### config.mk
export PLATFORM = sky130hd
export DESIGN_NAME = supply_monitor_watchdog_ctl
export DESIGN_NICKNAME = d
export VERILOG_FILES = /design/src/logic/supply_monitor_watchdog_ctl_pkg.sv /design/src/logic/supply_monitor_watchdog_ctl.sv
export VERILOG_INCLUDE_DIRS = /design/src /design/src/logic
export SDC_FILE = /design/constraint.sdc
export NUM_CORES = 1
export LEC_CHECK = 0
export BUFFER_PORTS_ARGS = -buffer_cell sky130_fd_sc_hd__buf_2
export CAP_MARGIN = 0
export CELL_PAD_IN_SITES_DETAIL_PLACEMENT = 0
export CELL_PAD_IN_SITES_GLOBAL_PLACEMENT = 1
export CORE_UTILIZATION = 37
export DETAILED_ROUTE_END_ITERATION = 16
export PLACE_DENSITY_LB_ADDON = 0.1
export RECOVER_POWER = 100
export SETUP_SLACK_MARGIN = 0.2
export SLEW_MARGIN = 30
export SYNTH_ARGS = -nofsm -noshare
export SYNTH_HDL_FRONTEND = slang
export SYNTH_SLANG_ARGS = --single-unit
export TNS_END_PERCENT = 100
### constraint.sdc
create_clock -name mclk -period 1.4 [get_ports mclk]
set_input_delay 0.14 -clock mclk [delete_from_list [all_inputs] [get_ports mclk]]
set_output_delay 0.14 -clock mclk [all_outputs]
set_load 0.01 [all_outputs]
### src/logic/supply_monitor_watchdog_ctl_regs.svh
// register addresses, field positions, reset values and timing counts
`ifndef SUPPLY_MONITOR_WATCHDOG_CTL_REGS_SVH
`define SUPPLY_MONITOR_WATCHDOG_CTL_REGS_SVH

`define PSM_ADDR      8'hdf
`define PSM_RESET     8'hde
`define DOG_ADDR      8'ha7
`define DOG_RESET     8'h00

`define PSM_DOK       7
`define PSM_AOK       6
`define PSM_FAIL      5
`define PSM_TPD_LSB   3
`define PSM_TPA_LSB   1
`define PSM_EN        0

`define DOG_UNLOCK    0
`define DOG_ARM       1
`define DOG_STAT      2
`define DOG_RESP      3
`define DOG_PRE_LSB   4

`define DTRIP_MV_00   13'd4630
`define DTRIP_MV_01   13'd3080
`define DTRIP_MV_10   13'd2930
`define DTRIP_MV_11   13'd2630

`define CLK_NS        40
`define LF_HZ         32768
`define RECOVER_MS    250
`define RECOVER_TICKS ((`RECOVER_MS * `LF_HZ + 999) / 1000)
`define GLITCH_NS     2000
`define GLITCH_CYCLES ((`GLITCH_NS + `CLK_NS - 1) / `CLK_NS)

`endif

### src/logic/supply_monitor_watchdog_ctl_pkg.sv
// types shared by the supply monitor and watchdog control logic
package supply_monitor_watchdog_ctl_pkg;

    typedef struct packed {
        logic [7:0] addr;
        logic       rd;
        logic       wr;
        logic [7:0] wdata;
    } sfr_req_t;

    typedef struct packed {
        logic [3:0] pre;
        logic       resp;
        logic       stat;
        logic       arm;
        logic       unlock;
    } dog_ctl_t;

    typedef enum logic [1:0] {
        UNL_IDLE,
        UNL_NEW,
        UNL_OPEN
    } unlock_t;

endpackage

### src/logic/supply_monitor_watchdog_ctl.sv
// watchdog control bits, write unlock and supply monitor with its register
//
// How it works
// - writing one to arm enables watchdog and pulses its counter clear
// - unkicked expiry gives reset or interrupt per response select
// - arm clears on write zero, dog reset, hardware reset, supply interrupt
// - dog register write accepted only right after unlock instruction
// - enabled monitor flags low on analog or digital comparator
// - each supply threshold chosen from four levels 2.63 V to 4.63 V
// - supply fail flag interrupts core only when its enable is set
// - fail flag holds until supplies good continuously for 250 ms, or software clears it while both are good
// - comparator glitches shorter than filter time never set the fail flag
// - monitor register at 0xdf, resets to 0xde, byte access only
// - interrupt response gives unmaskable high priority interrupt, no reset
// - software clear of fail flag ignored while any comparator low
// - monitor runs only while its enable bit holds one
`timescale 1ns/1ps
`include "supply_monitor_watchdog_ctl_regs.svh"

module supply_monitor_watchdog_ctl #(
    parameter int RECOVER_TICKS = `RECOVER_TICKS,
    parameter int GLITCH_CYCLES = `GLITCH_CYCLES
) (
    input  wire logic                                  mclk,
    input  wire logic                                  rst,
    input  wire logic                                  ce,
    input  supply_monitor_watchdog_ctl_pkg::sfr_req_t  sfr_req,
    input  wire logic                                  insn_done,
    input  wire logic                                  dog_timeout,
    input  wire logic                                  lf_tick,
    input  wire logic                                  irq_en_supply,
    input  wire logic                                  analog_supply_ok,
    input  wire logic                                  digital_supply_ok,
    output logic [7:0]                                 sfr_rdata,
    output logic                                       dog_armed,
    output logic                                       dog_count_clear,
    output logic                                       dog_reset_req,
    output logic                                       dog_irq,
    output logic [3:0]                                 dog_prescale,
    output logic                                       supply_monitor_on,
    output logic                                       supply_irq,
    output logic [1:0]                                 digital_trip_sel,
    output logic [1:0]                                 analog_trip_sel,
    output logic [12:0]                                digital_trip_mv
);
    import supply_monitor_watchdog_ctl_pkg::*;

    localparam int CW = $clog2(GLITCH_CYCLES + 1);
    localparam int RW = $clog2(RECOVER_TICKS + 1);
    localparam logic [7:0] PSM_RST = `PSM_RESET;

    // per supply: two-flop sync, then a run-length glitch filter
    logic [1:0] ok_raw;
    logic [1:0] ok_sync;
    logic [1:0] low_filt;

    assign ok_raw = {digital_supply_ok, analog_supply_ok};

    for (genvar g = 0; g < 2; g++) begin : g_sup
        logic          s1_r;
        logic          s2_r;
        logic [CW-1:0] cnt_r;
        logic [CW-1:0] cnt_nxt;
        logic          low_r;
        logic          low_nxt;

        // a low shorter than the filter length never reaches the flag
        always_comb begin
            cnt_nxt = cnt_r;
            low_nxt = low_r;
            if (s2_r) begin
                cnt_nxt = '0;
                low_nxt = 1'b0;
            end else if (cnt_r == CW'(GLITCH_CYCLES - 1)) begin
                low_nxt = 1'b1;
            end else begin
                cnt_nxt = cnt_r + 1'b1;
            end
        end

        always_ff @(posedge mclk) begin
            if (rst) begin
                s1_r  <= 1'b1;
                s2_r  <= 1'b1;
                cnt_r <= '0;
                low_r <= 1'b0;
            end else if (ce) begin
                s1_r  <= ok_raw[g];
                s2_r  <= s1_r;
                cnt_r <= cnt_nxt;
                low_r <= low_nxt;
            end
        end

        assign ok_sync[g]  = s2_r;
        assign low_filt[g] = low_r;
    end

    logic dog_wr;
    logic psm_wr;
    logic psm_rd;
    logic dog_rd;

    assign dog_wr = sfr_req.wr && (sfr_req.addr == `DOG_ADDR);
    assign psm_wr = sfr_req.wr && (sfr_req.addr == `PSM_ADDR);
    assign psm_rd = sfr_req.rd && (sfr_req.addr == `PSM_ADDR);
    assign dog_rd = sfr_req.rd && (sfr_req.addr == `DOG_ADDR);

    // supply monitor state
    logic          mon_on_r;
    logic          mon_on_nxt;
    logic [1:0]    dtrip_r;
    logic [1:0]    dtrip_nxt;
    logic [1:0]    atrip_r;
    logic [1:0]    atrip_nxt;
    logic          flag_r;
    logic          flag_nxt;
    logic [RW-1:0] rec_r;
    logic [RW-1:0] rec_nxt;
    logic          sirq_nxt;
    logic [12:0]   dmv_nxt;
    logic          fail_any;
    logic          rec_done;

    assign fail_any = mon_on_r && (|low_filt);
    assign rec_done = flag_r && (&ok_sync) && lf_tick
                   && (rec_r == RW'(RECOVER_TICKS - 1));

    always_comb begin
        mon_on_nxt = mon_on_r;
        dtrip_nxt  = dtrip_r;
        atrip_nxt  = atrip_r;
        flag_nxt   = flag_r;
        rec_nxt    = rec_r;
        if (psm_wr) begin
            mon_on_nxt = sfr_req.wdata[`PSM_EN];
            dtrip_nxt  = sfr_req.wdata[`PSM_TPD_LSB +: 2];
            atrip_nxt  = sfr_req.wdata[`PSM_TPA_LSB +: 2];
            if (sfr_req.wdata[`PSM_FAIL])
                flag_nxt = 1'b1;
            else if (&ok_sync)
                flag_nxt = 1'b0;
        end
        // any low restarts the interval; good level counts slow ticks
        if (!flag_r || !(&ok_sync))
            rec_nxt = '0;
        else if (lf_tick && !rec_done)
            rec_nxt = rec_r + 1'b1;
        if (rec_done) begin
            flag_nxt = 1'b0;
            rec_nxt  = '0;
        end
        // hardware set wins over any clear in the same cycle
        if (fail_any)
            flag_nxt = 1'b1;
        sirq_nxt = flag_nxt && irq_en_supply;
        unique case (dtrip_nxt)
            2'b00:   dmv_nxt = `DTRIP_MV_00;
            2'b01:   dmv_nxt = `DTRIP_MV_01;
            2'b10:   dmv_nxt = `DTRIP_MV_10;
            2'b11:   dmv_nxt = `DTRIP_MV_11;
        endcase
    end

    // watchdog control state
    unlock_t    unl_r;
    unlock_t    unl_nxt;
    dog_ctl_t   dog_r;
    dog_ctl_t   dog_nxt;
    logic       clr_nxt;
    logic       rreq_nxt;
    logic       dirq_nxt;
    logic       wr_ok;
    logic       unl_set;
    logic [7:0] rdata_nxt;

    assign wr_ok   = dog_wr && (unl_r == UNL_OPEN);
    assign unl_set = dog_wr && sfr_req.wdata[`DOG_UNLOCK];

    always_comb begin
        unl_nxt  = unl_r;
        dog_nxt  = dog_r;
        clr_nxt  = 1'b0;
        rreq_nxt = 1'b0;
        dirq_nxt = 1'b0;
        // unlock lives until the end of the instruction after the one
        // that set it; no write in between means the core saw nothing
        unique case (unl_r)
            UNL_IDLE: begin
                if (unl_set)
                    unl_nxt = insn_done ? UNL_OPEN : UNL_NEW;
            end
            UNL_NEW: begin
                if (insn_done)
                    unl_nxt = UNL_OPEN;
            end
            UNL_OPEN: begin
                if (wr_ok || insn_done)
                    unl_nxt = UNL_IDLE;
            end
            default: unl_nxt = UNL_IDLE;
        endcase
        if (wr_ok) begin
            dog_nxt.pre  = sfr_req.wdata[`DOG_PRE_LSB +: 4];
            dog_nxt.resp = sfr_req.wdata[`DOG_RESP];
            dog_nxt.arm  = sfr_req.wdata[`DOG_ARM];
            if (!sfr_req.wdata[`DOG_STAT])
                dog_nxt.stat = 1'b0;
            clr_nxt = sfr_req.wdata[`DOG_ARM];
        end
        if (dog_timeout && dog_r.arm) begin
            dog_nxt.stat = 1'b1;
            if (dog_r.resp) begin
                dirq_nxt = 1'b1;
            end else begin
                rreq_nxt    = 1'b1;
                dog_nxt.arm = 1'b0;
            end
        end
        if (sirq_nxt && !supply_irq)
            dog_nxt.arm = 1'b0;
        dog_nxt.unlock = (unl_nxt != UNL_IDLE);
        rdata_nxt = sfr_rdata;
        if (psm_rd)
            rdata_nxt = {ok_sync[1], ok_sync[0], flag_r, dtrip_r, atrip_r, mon_on_r};
        else if (dog_rd)
            rdata_nxt = dog_r;
        else if (sfr_req.rd)
            rdata_nxt = 8'h00;
    end

    always_ff @(posedge mclk) begin
        if (rst) begin
            mon_on_r          <= PSM_RST[`PSM_EN];
            dtrip_r           <= PSM_RST[`PSM_TPD_LSB +: 2];
            atrip_r           <= PSM_RST[`PSM_TPA_LSB +: 2];
            flag_r            <= PSM_RST[`PSM_FAIL];
            rec_r             <= '0;
            unl_r             <= UNL_IDLE;
            dog_r             <= `DOG_RESET;
            sfr_rdata         <= 8'h00;
            dog_count_clear   <= 1'b0;
            dog_reset_req     <= 1'b0;
            dog_irq           <= 1'b0;
            supply_irq        <= 1'b0;
            digital_trip_mv   <= `DTRIP_MV_11;
        end else if (ce) begin
            mon_on_r          <= mon_on_nxt;
            dtrip_r           <= dtrip_nxt;
            atrip_r           <= atrip_nxt;
            flag_r            <= flag_nxt;
            rec_r             <= rec_nxt;
            unl_r             <= unl_nxt;
            dog_r             <= dog_nxt;
            sfr_rdata         <= rdata_nxt;
            dog_count_clear   <= clr_nxt;
            dog_reset_req     <= rreq_nxt;
            dog_irq           <= dirq_nxt;
            supply_irq        <= sirq_nxt;
            digital_trip_mv   <= dmv_nxt;
        end
    end

    // these mirror flops directly so every output stays registered
    assign dog_armed         = dog_r.arm;
    assign dog_prescale      = dog_r.pre;
    assign supply_monitor_on = mon_on_r;
    assign digital_trip_sel  = dtrip_r;
    assign analog_trip_sel   = atrip_r;
endmodule

==> impl_metrics.toml, run 1 <==
[pwr]
power.ir.vdd_worst_v = 0.000375
power-per-cell-area_nw_per_um2 = 833
totalPowerFinal_uw = 3780
power.leakage_uw = 0.00178

[timing]
final.period_utilization_pct = 108
max_clock_freq_mhz = 658
timing_worst_slew_pin_value_ps = 592
final_setup_vio_count = 17
final.setup.tns_ps = -1080
worst_clock_skew_ps = 9.43
maxSlewHeadroom_pct = 60.6
finalWorstPathRequiredPeriod_ps = 1520
timing.final.max_slew_violations = 0
hold_violations = 0
rsz_0062_raised_after_global_routing = "yes"
crit_path_setup_slack_layout_ps = -119

[setup_path]
endpoint_type_of_the_worst_setup_path = "register"
critical_path.top_delay_family = "compound AO/OA/AOI/OAI gates"
path_class = "reg -> reg"
crit_path_max_incr_delay_ps = 370
critical_path.startpoint_type = "register"
crit_buf_inv = 1
cp.required_ps = 1640
slowest_cell_on_the_critical_path = "sky130_fd_sc_hd__dfxtp_4"
path_cells = "ha_4, buf_4, and3_1, nand4_1, o31a_1, o21a_1"
arrival_ps = 1760
crit_path_max_fanout = 4

[route]
vias_after_detailed_routing = 3026
drt-wirelength-per-cell_um = 15.9
routed_via_density = 5.26
detail_route.first_pass.iterations = 4
drt_first_iter_violations = 124
drt.antenna.violating_nets = 0
totalWireLength_um = 9130
drc_errors = 0

[die]
dieWidth_um = 95.7
placement_rows = 33
die_area_um2 = 9160
die_height_um = 95.7
initial_utilization_pct = 39.0
fp.coreArea_um2 = 8340
ios = 62

[final_layout]
num_antenna_cells = 0
non_filler_cell_area_final_um2 = 4540
nFillCells = 819
final-instance-count-excl-fill = 575
syn_to_final_growth_pct = 39.5
final_nets = 502
drive_gt1_share_pct = 36.8

[placement]
preCtsSetupSlack_ps = -382
numPortBuffers = 59
place_congestion = 0.795
placed_cell_area_um2 = 4000
placed_cells_incl_taps = 543
post-dp-hpwl_um = 6190

[hold_path]
worstHoldPathType = "in -> reg"

[clock_tree]
cts_root_buffer = "sky130_fd_sc_hd__clkbuf_8"
clkTransAtPathRegs_ps = 70
clock-sinks = 67
cts_tree = "done"
cts-buffers-inserted = 9
cts.path.max_buffers = 2
cts.htree.levels = 3
cts.hold.buffers_added = 0
worstSkewPairLatency_ps = 350

[grt]
gr-usage-all-layers_pct = 20.3
grt_antenna_before_repair = 0
first_global_vias = 2780
grt_first_pass_wirelength_um = 14000
overflow = 0
grt_max_degree = 30

[synthesis]
synth.distinct_cells = 55
synthTopCellsByArea = "sky130_fd_sc_hd__dfxtp_1 41%, sky130_fd_sc_hd__mux2i_1 6.2%, sky130_fd_sc_hd__nor2_1 4.8%, sky130_fd_sc_hd__nand2_1 4.3%, sky130_fd_sc_hd__ha_1 3.5%"
ys_warn_count = 0
netlist_area_um2 = 3250
synthDominantCellAreaShare_pct = 41.3
synthMostInstantiatedCell = "sky130_fd_sc_hd__dfxtp_1"
synth-seq-cells = 67
top_cell_type_by_total_area_after_synthesis = "sky130_fd_sc_hd__dfxtp_1"
synth.yosys.seq_area_share_pct = 41.3
synth_async_sr_flop_share_pct = 0
synth_flop_cell = "sky130_fd_sc_hd__dfxtp_1"
synth-edff-count = 0
synth_area_per_cell_um2 = 9.00
syn-instance-count = 361
ys_top_cells_by_count = "67 x sky130_fd_sc_hd__dfxtp_1, 42 x sky130_fd_sc_hd__nor2_1, 37 x sky130_fd_sc_hd__nand2_1"

[job]
maxCapViolCount = 0

[run_status]
run_status = "finished with violations"
failing_checks = "setup timing"
final cells by class:
type	instances	area [µm²]	area share, %
clock buffers	12	165	3.64
flip-flops and latches	67	1390	30.5
repair buffers	120	748	16.5
clock inverters	3	22.5	0.497
well taps	105	131	2.90
multi-input cells	258	2050	45.1
inverters	10	37.5	0.828
per-layer routing:
layer / up-vias / track usage, % / wire length (µm)
li1: 1503 / - / -
met1: 1443 / 27.9 / 4410
met2: 65 / 31.8 / 4200
met3: 15 / 2.84 / 361
met4: 0 / 8.58 / 153
met5: - / 0 / 0
registers in the layout, indices dropped and copies added (netlist names):
register	cells
rec_r	14
g_sup.cnt_r	12
unl_r	2
dog_irq	1
dog_reset_req	1
supply_monitor_on	1
g_sup.s2_r	2
flag_r	1
g_sup.low_r	2
dog_count_clear	1
digital_trip_mv	8
g_sup.s1_r	2
dog_r	3
digital_trip_sel	1
analog_trip_sel	2
sfr_rdata	8
dog_prescale	4
dog_armed	1
supply_irq	1
worst min-delay path, delay by kind of cell:
kind | cells | cell delay, ps
simple gates | 1 | 60
buf+inv | 1 | 80
mux | 1 | 60
path summary, 6_finish.rpt:
check	end	startpoint	slack [ps]	cells past startpoint
hold reg to reg	dog_irq	dog_irq	470	2
setup / recovery	rec_r[12]	rec_r[0]	-120	6
hold / removal	g_sup[1].s1_r	digital_supply_ok	20	3
setup reg to reg	rec_r[12]	rec_r[0]	-120	6
stage by stage:
step                      hold WS (ps)  utilization [%]
final                             21.4             54.4
after global routing              42.0             54.4
after CTS                         10.3             53.9
after detailed placement           371             48.0
after global placement             357             48.0
after floorplan                    265                -
kinds of logic (layout without fill, tap and decap cells):
family	after synthesis	count (layout)	synth area share (%)
flops	67	67	41.3
xor+xnor	13	13	3.50
mux	20	20	6.16
other cells	1	2	0.115
buf+inv	37	145	6.00
simple gates	145	145	23.3
compound gates	69	69	16.2
fa+ha+maj	9	9	3.46
layout by cell type (no fill, tap or decap), drive strengths merged, types with 9 or more instances in the layout:
cell type	instances
mux2i	20
nand3	10
nor2	42
buf	75
a22oi	9
a22o	9
xor2	9
nand2	37
inv	10
ha	9
a21oi	14
nand4	12
clkbuf	57
dfxtp	67
repair_timing:
item,4_1_cts,5_1_grt
buffers inserted,13,3
pin swaps,15,20
endpoints found under the setup margin,37,39
cloned,1,0
resized for setup,47,36
report_power, final:
group	leakage [µW]	switching [µW]	internal [µW]
logic	0.00114	173	134
registers	0.000552	19.0	1910
clock network	0.0000867	763	778
total	0.00178	955	2820
Power figures use the tool's default switching activity.
==> run 2, diff against run 1 <==
- CTS_CLUSTER_SIZE: unset -> 25
- PLACE_DENSITY_LB_ADDON: 0.1 -> 0.08
- clock period: 1.4 -> 1.33 ns (I/O delays scaled with it)
==> impl_metrics.toml, run 2 (same netlist as run 1, synthesis figures left out) <==
[setup_path]
arrival_ps = 1660
cp.required_ps = 1550
path_class = "reg -> reg"
worstRegToRegCells = 6
crit_path_max_fanout = 8
crit-reg2reg-launch = "rec_r[1]"
worst_r2r_endpoint = "rec_r[6]"
critical_path.startpoint_type = "register"
r2r_slack_ps = -100
endpoint_type_of_the_worst_setup_path = "register"

[pwr]
power.leakage_uw = 0.00190
power-per-cell-area_nw_per_um2 = 851
power.ir.vdd_worst_v = 0.000402
totalPowerFinal_uw = 4060

[final_layout]
final_nets = 522
regMostFlops = "rec_r"
nFillCells = 781
top_regs = "rec_r x14, g_sup.cnt_r x12"
final-instance-count-excl-fill = 595
syn_to_final_growth_pct = 46.7
drive_gt1_share_pct = 40.6
most_frequent_standard_cell_in_the_layout_excluding_fill_and_tap_cells = "sky130_fd_sc_hd__buf_4"
num_antenna_cells = 0
largest_register_ff_count = 14
final_core_util_pct = 57.2
layout.cells.most_common_list = "55 x sky130_fd_sc_hd__buf_4, 48 x sky130_fd_sc_hd__dfxtp_1, 36 x sky130_fd_sc_hd__clkbuf_1"

[grt]
first_global_vias = 2903
grt_max_degree = 24
grt_met2_usage_pct = 34.7
grt_antenna_before_repair = 0
gr-usage-all-layers_pct = 20.0
overflow = 0
grt_first_pass_wirelength_um = 13900
use_met3_pct = 3.40
grt_busiest_layer = "met2"
use_met1_pct = 25.0

[placement]
placed_cells_incl_taps = 565
place_congestion = 0.774
preCtsSetupSlack_ps = -448
post-dp-hpwl_um = 6200
numPortBuffers = 59

[clock_tree]
worstSkewPairLatency_ps = 340
cts-buffers-inserted = 9
clkTransAtPathRegs_ps = 70
cts_tree = "done"
cts_root_buffer = "sky130_fd_sc_hd__clkbuf_8"
clock-sinks = 67
cts.path.max_buffers = 2
cts.htree.levels = 3

[run_status]
run_status = "finished with violations"
failing_checks = "setup timing"

[hold_path]
min_delay_path_depth = 3
min-delay-start = "analog_supply_ok"
worstHoldPathType = "in -> reg"
hold_end = "g_sup[0].s1_r"

[timing]
final_setup_vio_count = 15
crit_path_setup_slack_layout_ps = -105
rsz_0062_raised_after_global_routing = "yes"
finalWorstPathRequiredPeriod_ps = 1430
worst_clock_skew_ps = 13.6
final.period_utilization_pct = 108
max_clock_freq_mhz = 697
hold_violations = 0
timing.final.max_slew_violations = 0

[die]
ios = 62
fp.coreArea_um2 = 8340
initial_utilization_pct = 39.0
die_height_um = 95.7
placement_rows = 33
die_area_um2 = 9160
dieWidth_um = 95.7

[route]
totalWireLength_um = 9000
detail_route.first_pass.iterations = 4
routed_via_density = 5.23
drt.antenna.violating_nets = 0
drt_first_iter_violations = 85
drt-wirelength-per-cell_um = 15.1
drc_errors = 0
vias_after_detailed_routing = 3111

[job]
maxCapViolCount = 0
==> run 2: worst max-delay path by stage <==
stage	start	endpoint	slack (ps)	cells past startpoint
6_report	rec_r[1]	rec_r[6]	-100	6
5_1_grt	rec_r[1]	rec_r[12]	-170	5
4_1_cts	rec_r[1]	rec_r[9]	-100	6
3_5_place_dp	sfr_req[15]	digital_trip_mv[2]	-450	8
3_3_place_gp	sfr_req[15]	digital_trip_mv[2]	-380	8
2_1_floorplan	sfr_req[15]	digital_trip_mv[2]	-160	7
==> run 2: final cells by class <==
cell class	instances	area (µm²)	share of cell area [%]
Multi-Input combinational cell	258	2080	43.5
Sequential cell	67	1390	29.0
Timing Repair Buffer	140	947	19.9
Clock buffer	10	138	2.89
Tap cell	105	131	2.75
Clock inverter	5	53.8	1.13
Inverter	10	37.5	0.787
==> run 2: what timing repair did <==
| action | 4_1_cts | 5_1_grt |
|---|---|---|
| gates resized for setup | 44 | 59 |
| hold buffers | 1 | 0 |
| endpoints found under the setup margin | 39 | 50 |
| pin swaps | 17 | 33 |
| setup buffers | 8 | 6 |
| hold endpoints to repair | 1 | 0 |
==> run 2: power breakdown <==
group | internal [µW] | switching, µW
Combinational | 155 | 185
Sequential | 2010 | 17.2
Clock | 901 | 790
==> run 2: critical path: stages, from the launching register on <==
cell	delay, ps
sky130_fd_sc_hd__dfxtp_4	370
sky130_fd_sc_hd__ha_4	150
sky130_fd_sc_hd__and2_4	160
sky130_fd_sc_hd__nand2_4	50
sky130_fd_sc_hd__o41ai_4	340
sky130_fd_sc_hd__buf_6	210
sky130_fd_sc_hd__nor2_1	50
==> run 2: layer usage <==
layer | vias to the layer above | share of wire (%)
met3 | 6 | 3.7
met1 | 1505 | 45
li1 | 1544 | -
met4 | 0 | 0.81
met2 | 56 | 50
met5 | - | 0
==> run 2: through the flow <==
step,hold WS (ps),setup TNS [ps],area [µm²]
global placement,355,-4540,4180
floorplan,258,-688,3410
finish,20.7,-1270,4770
CTS,1.61,-1090,4630
global route,10.3,-2780,4770
detailed placement,357,-5600,4180
==> run 3, diff against run 2 <==
- SETUP_SLACK_MARGIN: 0.2 -> 0.02
==> impl_metrics.toml, run 3 (same netlist as run 1, synthesis figures left out) <==
[pwr]
power.ir.vdd_worst_v = 0.000497
power-per-cell-area_nw_per_um2 = 840
power.leakage_uw = 0.00201

[final_layout]
final_nets = 518
most_frequent_standard_cell_in_the_layout_excluding_fill_and_tap_cells = "sky130_fd_sc_hd__buf_4"
layout.cells.most_common_list = "65 x sky130_fd_sc_hd__buf_4, 54 x sky130_fd_sc_hd__buf_2, 51 x sky130_fd_sc_hd__dfxtp_1"
nFillCells = 780
drive_gt1_share_pct = 43.8
top_regs = "rec_r x14, g_sup.cnt_r x12"
num_antenna_cells = 0
regMostFlops = "rec_r"
final-instance-count-excl-fill = 591
largest_register_ff_count = 14
final_core_util_pct = 56.1
syn_to_final_growth_pct = 43.9

[timing]
final.period_utilization_pct = 109
rsz_0062_raised_after_global_routing = "yes"
max_clock_freq_mhz = 687
final.setup.tns_ps = -1380
final_setup_vio_count = 13
crit_path_setup_slack_layout_ps = -126
timing.final.max_slew_violations = 0
hold_violations = 0
finalWorstPathRequiredPeriod_ps = 1460
worst_clock_skew_ps = 11.5

[route]
drt_first_iter_violations = 94
detail_route.first_pass.iterations = 4
vias_after_detailed_routing = 3060
drc_errors = 0
drt-wirelength-per-cell_um = 14.4
totalWireLength_um = 8530
drt.antenna.violating_nets = 0
routed_via_density = 5.18

[grt]
first_global_vias = 2961
use_met1_pct = 23.2
overflow = 0
grt_busiest_layer = "met2"
grt_met2_usage_pct = 35.2
grt_max_degree = 25
gr-usage-all-layers_pct = 19.7
grt_antenna_before_repair = 0
use_met3_pct = 3.95
grt_first_pass_wirelength_um = 13800

[die]
fp.coreArea_um2 = 8340
dieWidth_um = 95.7
placement_rows = 33
ios = 62
die_area_um2 = 9160
initial_utilization_pct = 39.0
die_height_um = 95.7

[setup_path]
crit-reg2reg-launch = "rec_r[1]"
r2r_slack_ps = -130
cp.required_ps = 1560
endpoint_type_of_the_worst_setup_path = "register"
critical_path.startpoint_type = "register"
worstRegToRegCells = 6
worst_r2r_endpoint = "rec_r[5]"
path_cells = "ha_4, and2_4, nand2_4, o41ai_4, buf_4, nor2_1"
crit_path_max_fanout = 5
path_class = "reg -> reg"
slowest_cell_on_the_critical_path = "sky130_fd_sc_hd__dfxtp_4"
crit_path_max_incr_delay_ps = 370
arrival_ps = 1690

[hold_path]
hold_end = "g_sup[1].s1_r"
worstHoldPathType = "in -> reg"
min-delay-start = "digital_supply_ok"
min_delay_path_depth = 3

[job]
maxCapViolCount = 0

[placement]
placed_cells_incl_taps = 570
place_congestion = 0.772
post-dp-hpwl_um = 6350
numPortBuffers = 59
preCtsSetupSlack_ps = -394

[clock_tree]
cts_tree = "done"
cts-buffers-inserted = 9
cts_root_buffer = "sky130_fd_sc_hd__clkbuf_8"
worstSkewPairLatency_ps = 340
cts.path.max_buffers = 2
cts.htree.levels = 3
clkTransAtPathRegs_ps = 70
clock-sinks = 67

[run_status]
run_status = "finished with violations"
failing_checks = "setup timing"
-- run 3: how the worst max path moves through the flow --
stage	startpoint	to	slack [ps]	depth (start not counted)
global route	rec_r[1]	rec_r[5]	-170	6
finish	rec_r[1]	rec_r[5]	-130	6
floorplan	sfr_req[12]	digital_trip_mv[2]	-160	8
detailed placement	sfr_req[15]	digital_trip_mv[2]	-390	8
global placement	sfr_req[15]	digital_trip_mv[2]	-360	8
CTS	rec_r[3]	rec_r[11]	-130	5
-- run 3: area by class of cell --
| cell class | count | area [µm²] | share of cell area (%) |
|---|---|---|---|
| flip-flops and latches | 67 | 1370 | 29.4 |
| repair buffers | 136 | 921 | 19.7 |
| inverters | 10 | 37.5 | 0.803 |
| well taps | 105 | 131 | 2.81 |
| clock inverters | 1 | 7.51 | 0.161 |
| clock buffers | 14 | 173 | 3.69 |
| multi-input cells | 258 | 2030 | 43.5 |
-- run 3: worst max-delay path, delay by kind of cell, from the launching register on --
family / cells / cell delay (ps)
DFF: 1 / 370
AOI/OAI and AO/OA: 1 / 360
and+or+nand+nor: 3 / 240
buffers and inverters: 1 / 230
adders and majority gates: 1 / 150
-- run 3: per-layer routing --
| layer | vias to the layer above | wire (µm) |
|---|---|---|
| li1 | 1528 | - |
| met1 | 1465 | 3870 |
| met2 | 55 | 4290 |
| met3 | 12 | 279 |
| met4 | 0 | 88 |
| met5 | - | 0 |
-- run 3: timing repair --
item / in CTS / in global routing
buffers inserted: 3 / 3
pin swaps: 9 / 17
resized for setup: 19 / 52
hold buffers: 0 / 0
setup endpoints to repair: 20 / 28
-- run 3: metrics by stage --
| step | power (µW) | hold WS, ps | instance area (µm²) |
|---|---|---|---|
| 6_report | 3930 | 13.8 | 4680 |
| 5_1_grt | 4110 | 24.2 | 4680 |
| 4_1_cts | 3960 | 2.64 | 4430 |
| 3_5_place_dp | 2380 | 356 | 4150 |
| 3_3_place_gp | 2380 | 354 | 4150 |
| 2_1_floorplan | 2230 | 258 | 3350 |
-- run 3: where the power goes --
part	total [µW]	internal, µW	switching [µW]
clock network	1570	822	749
registers	2030	2020	15.2
logic	326	150	177
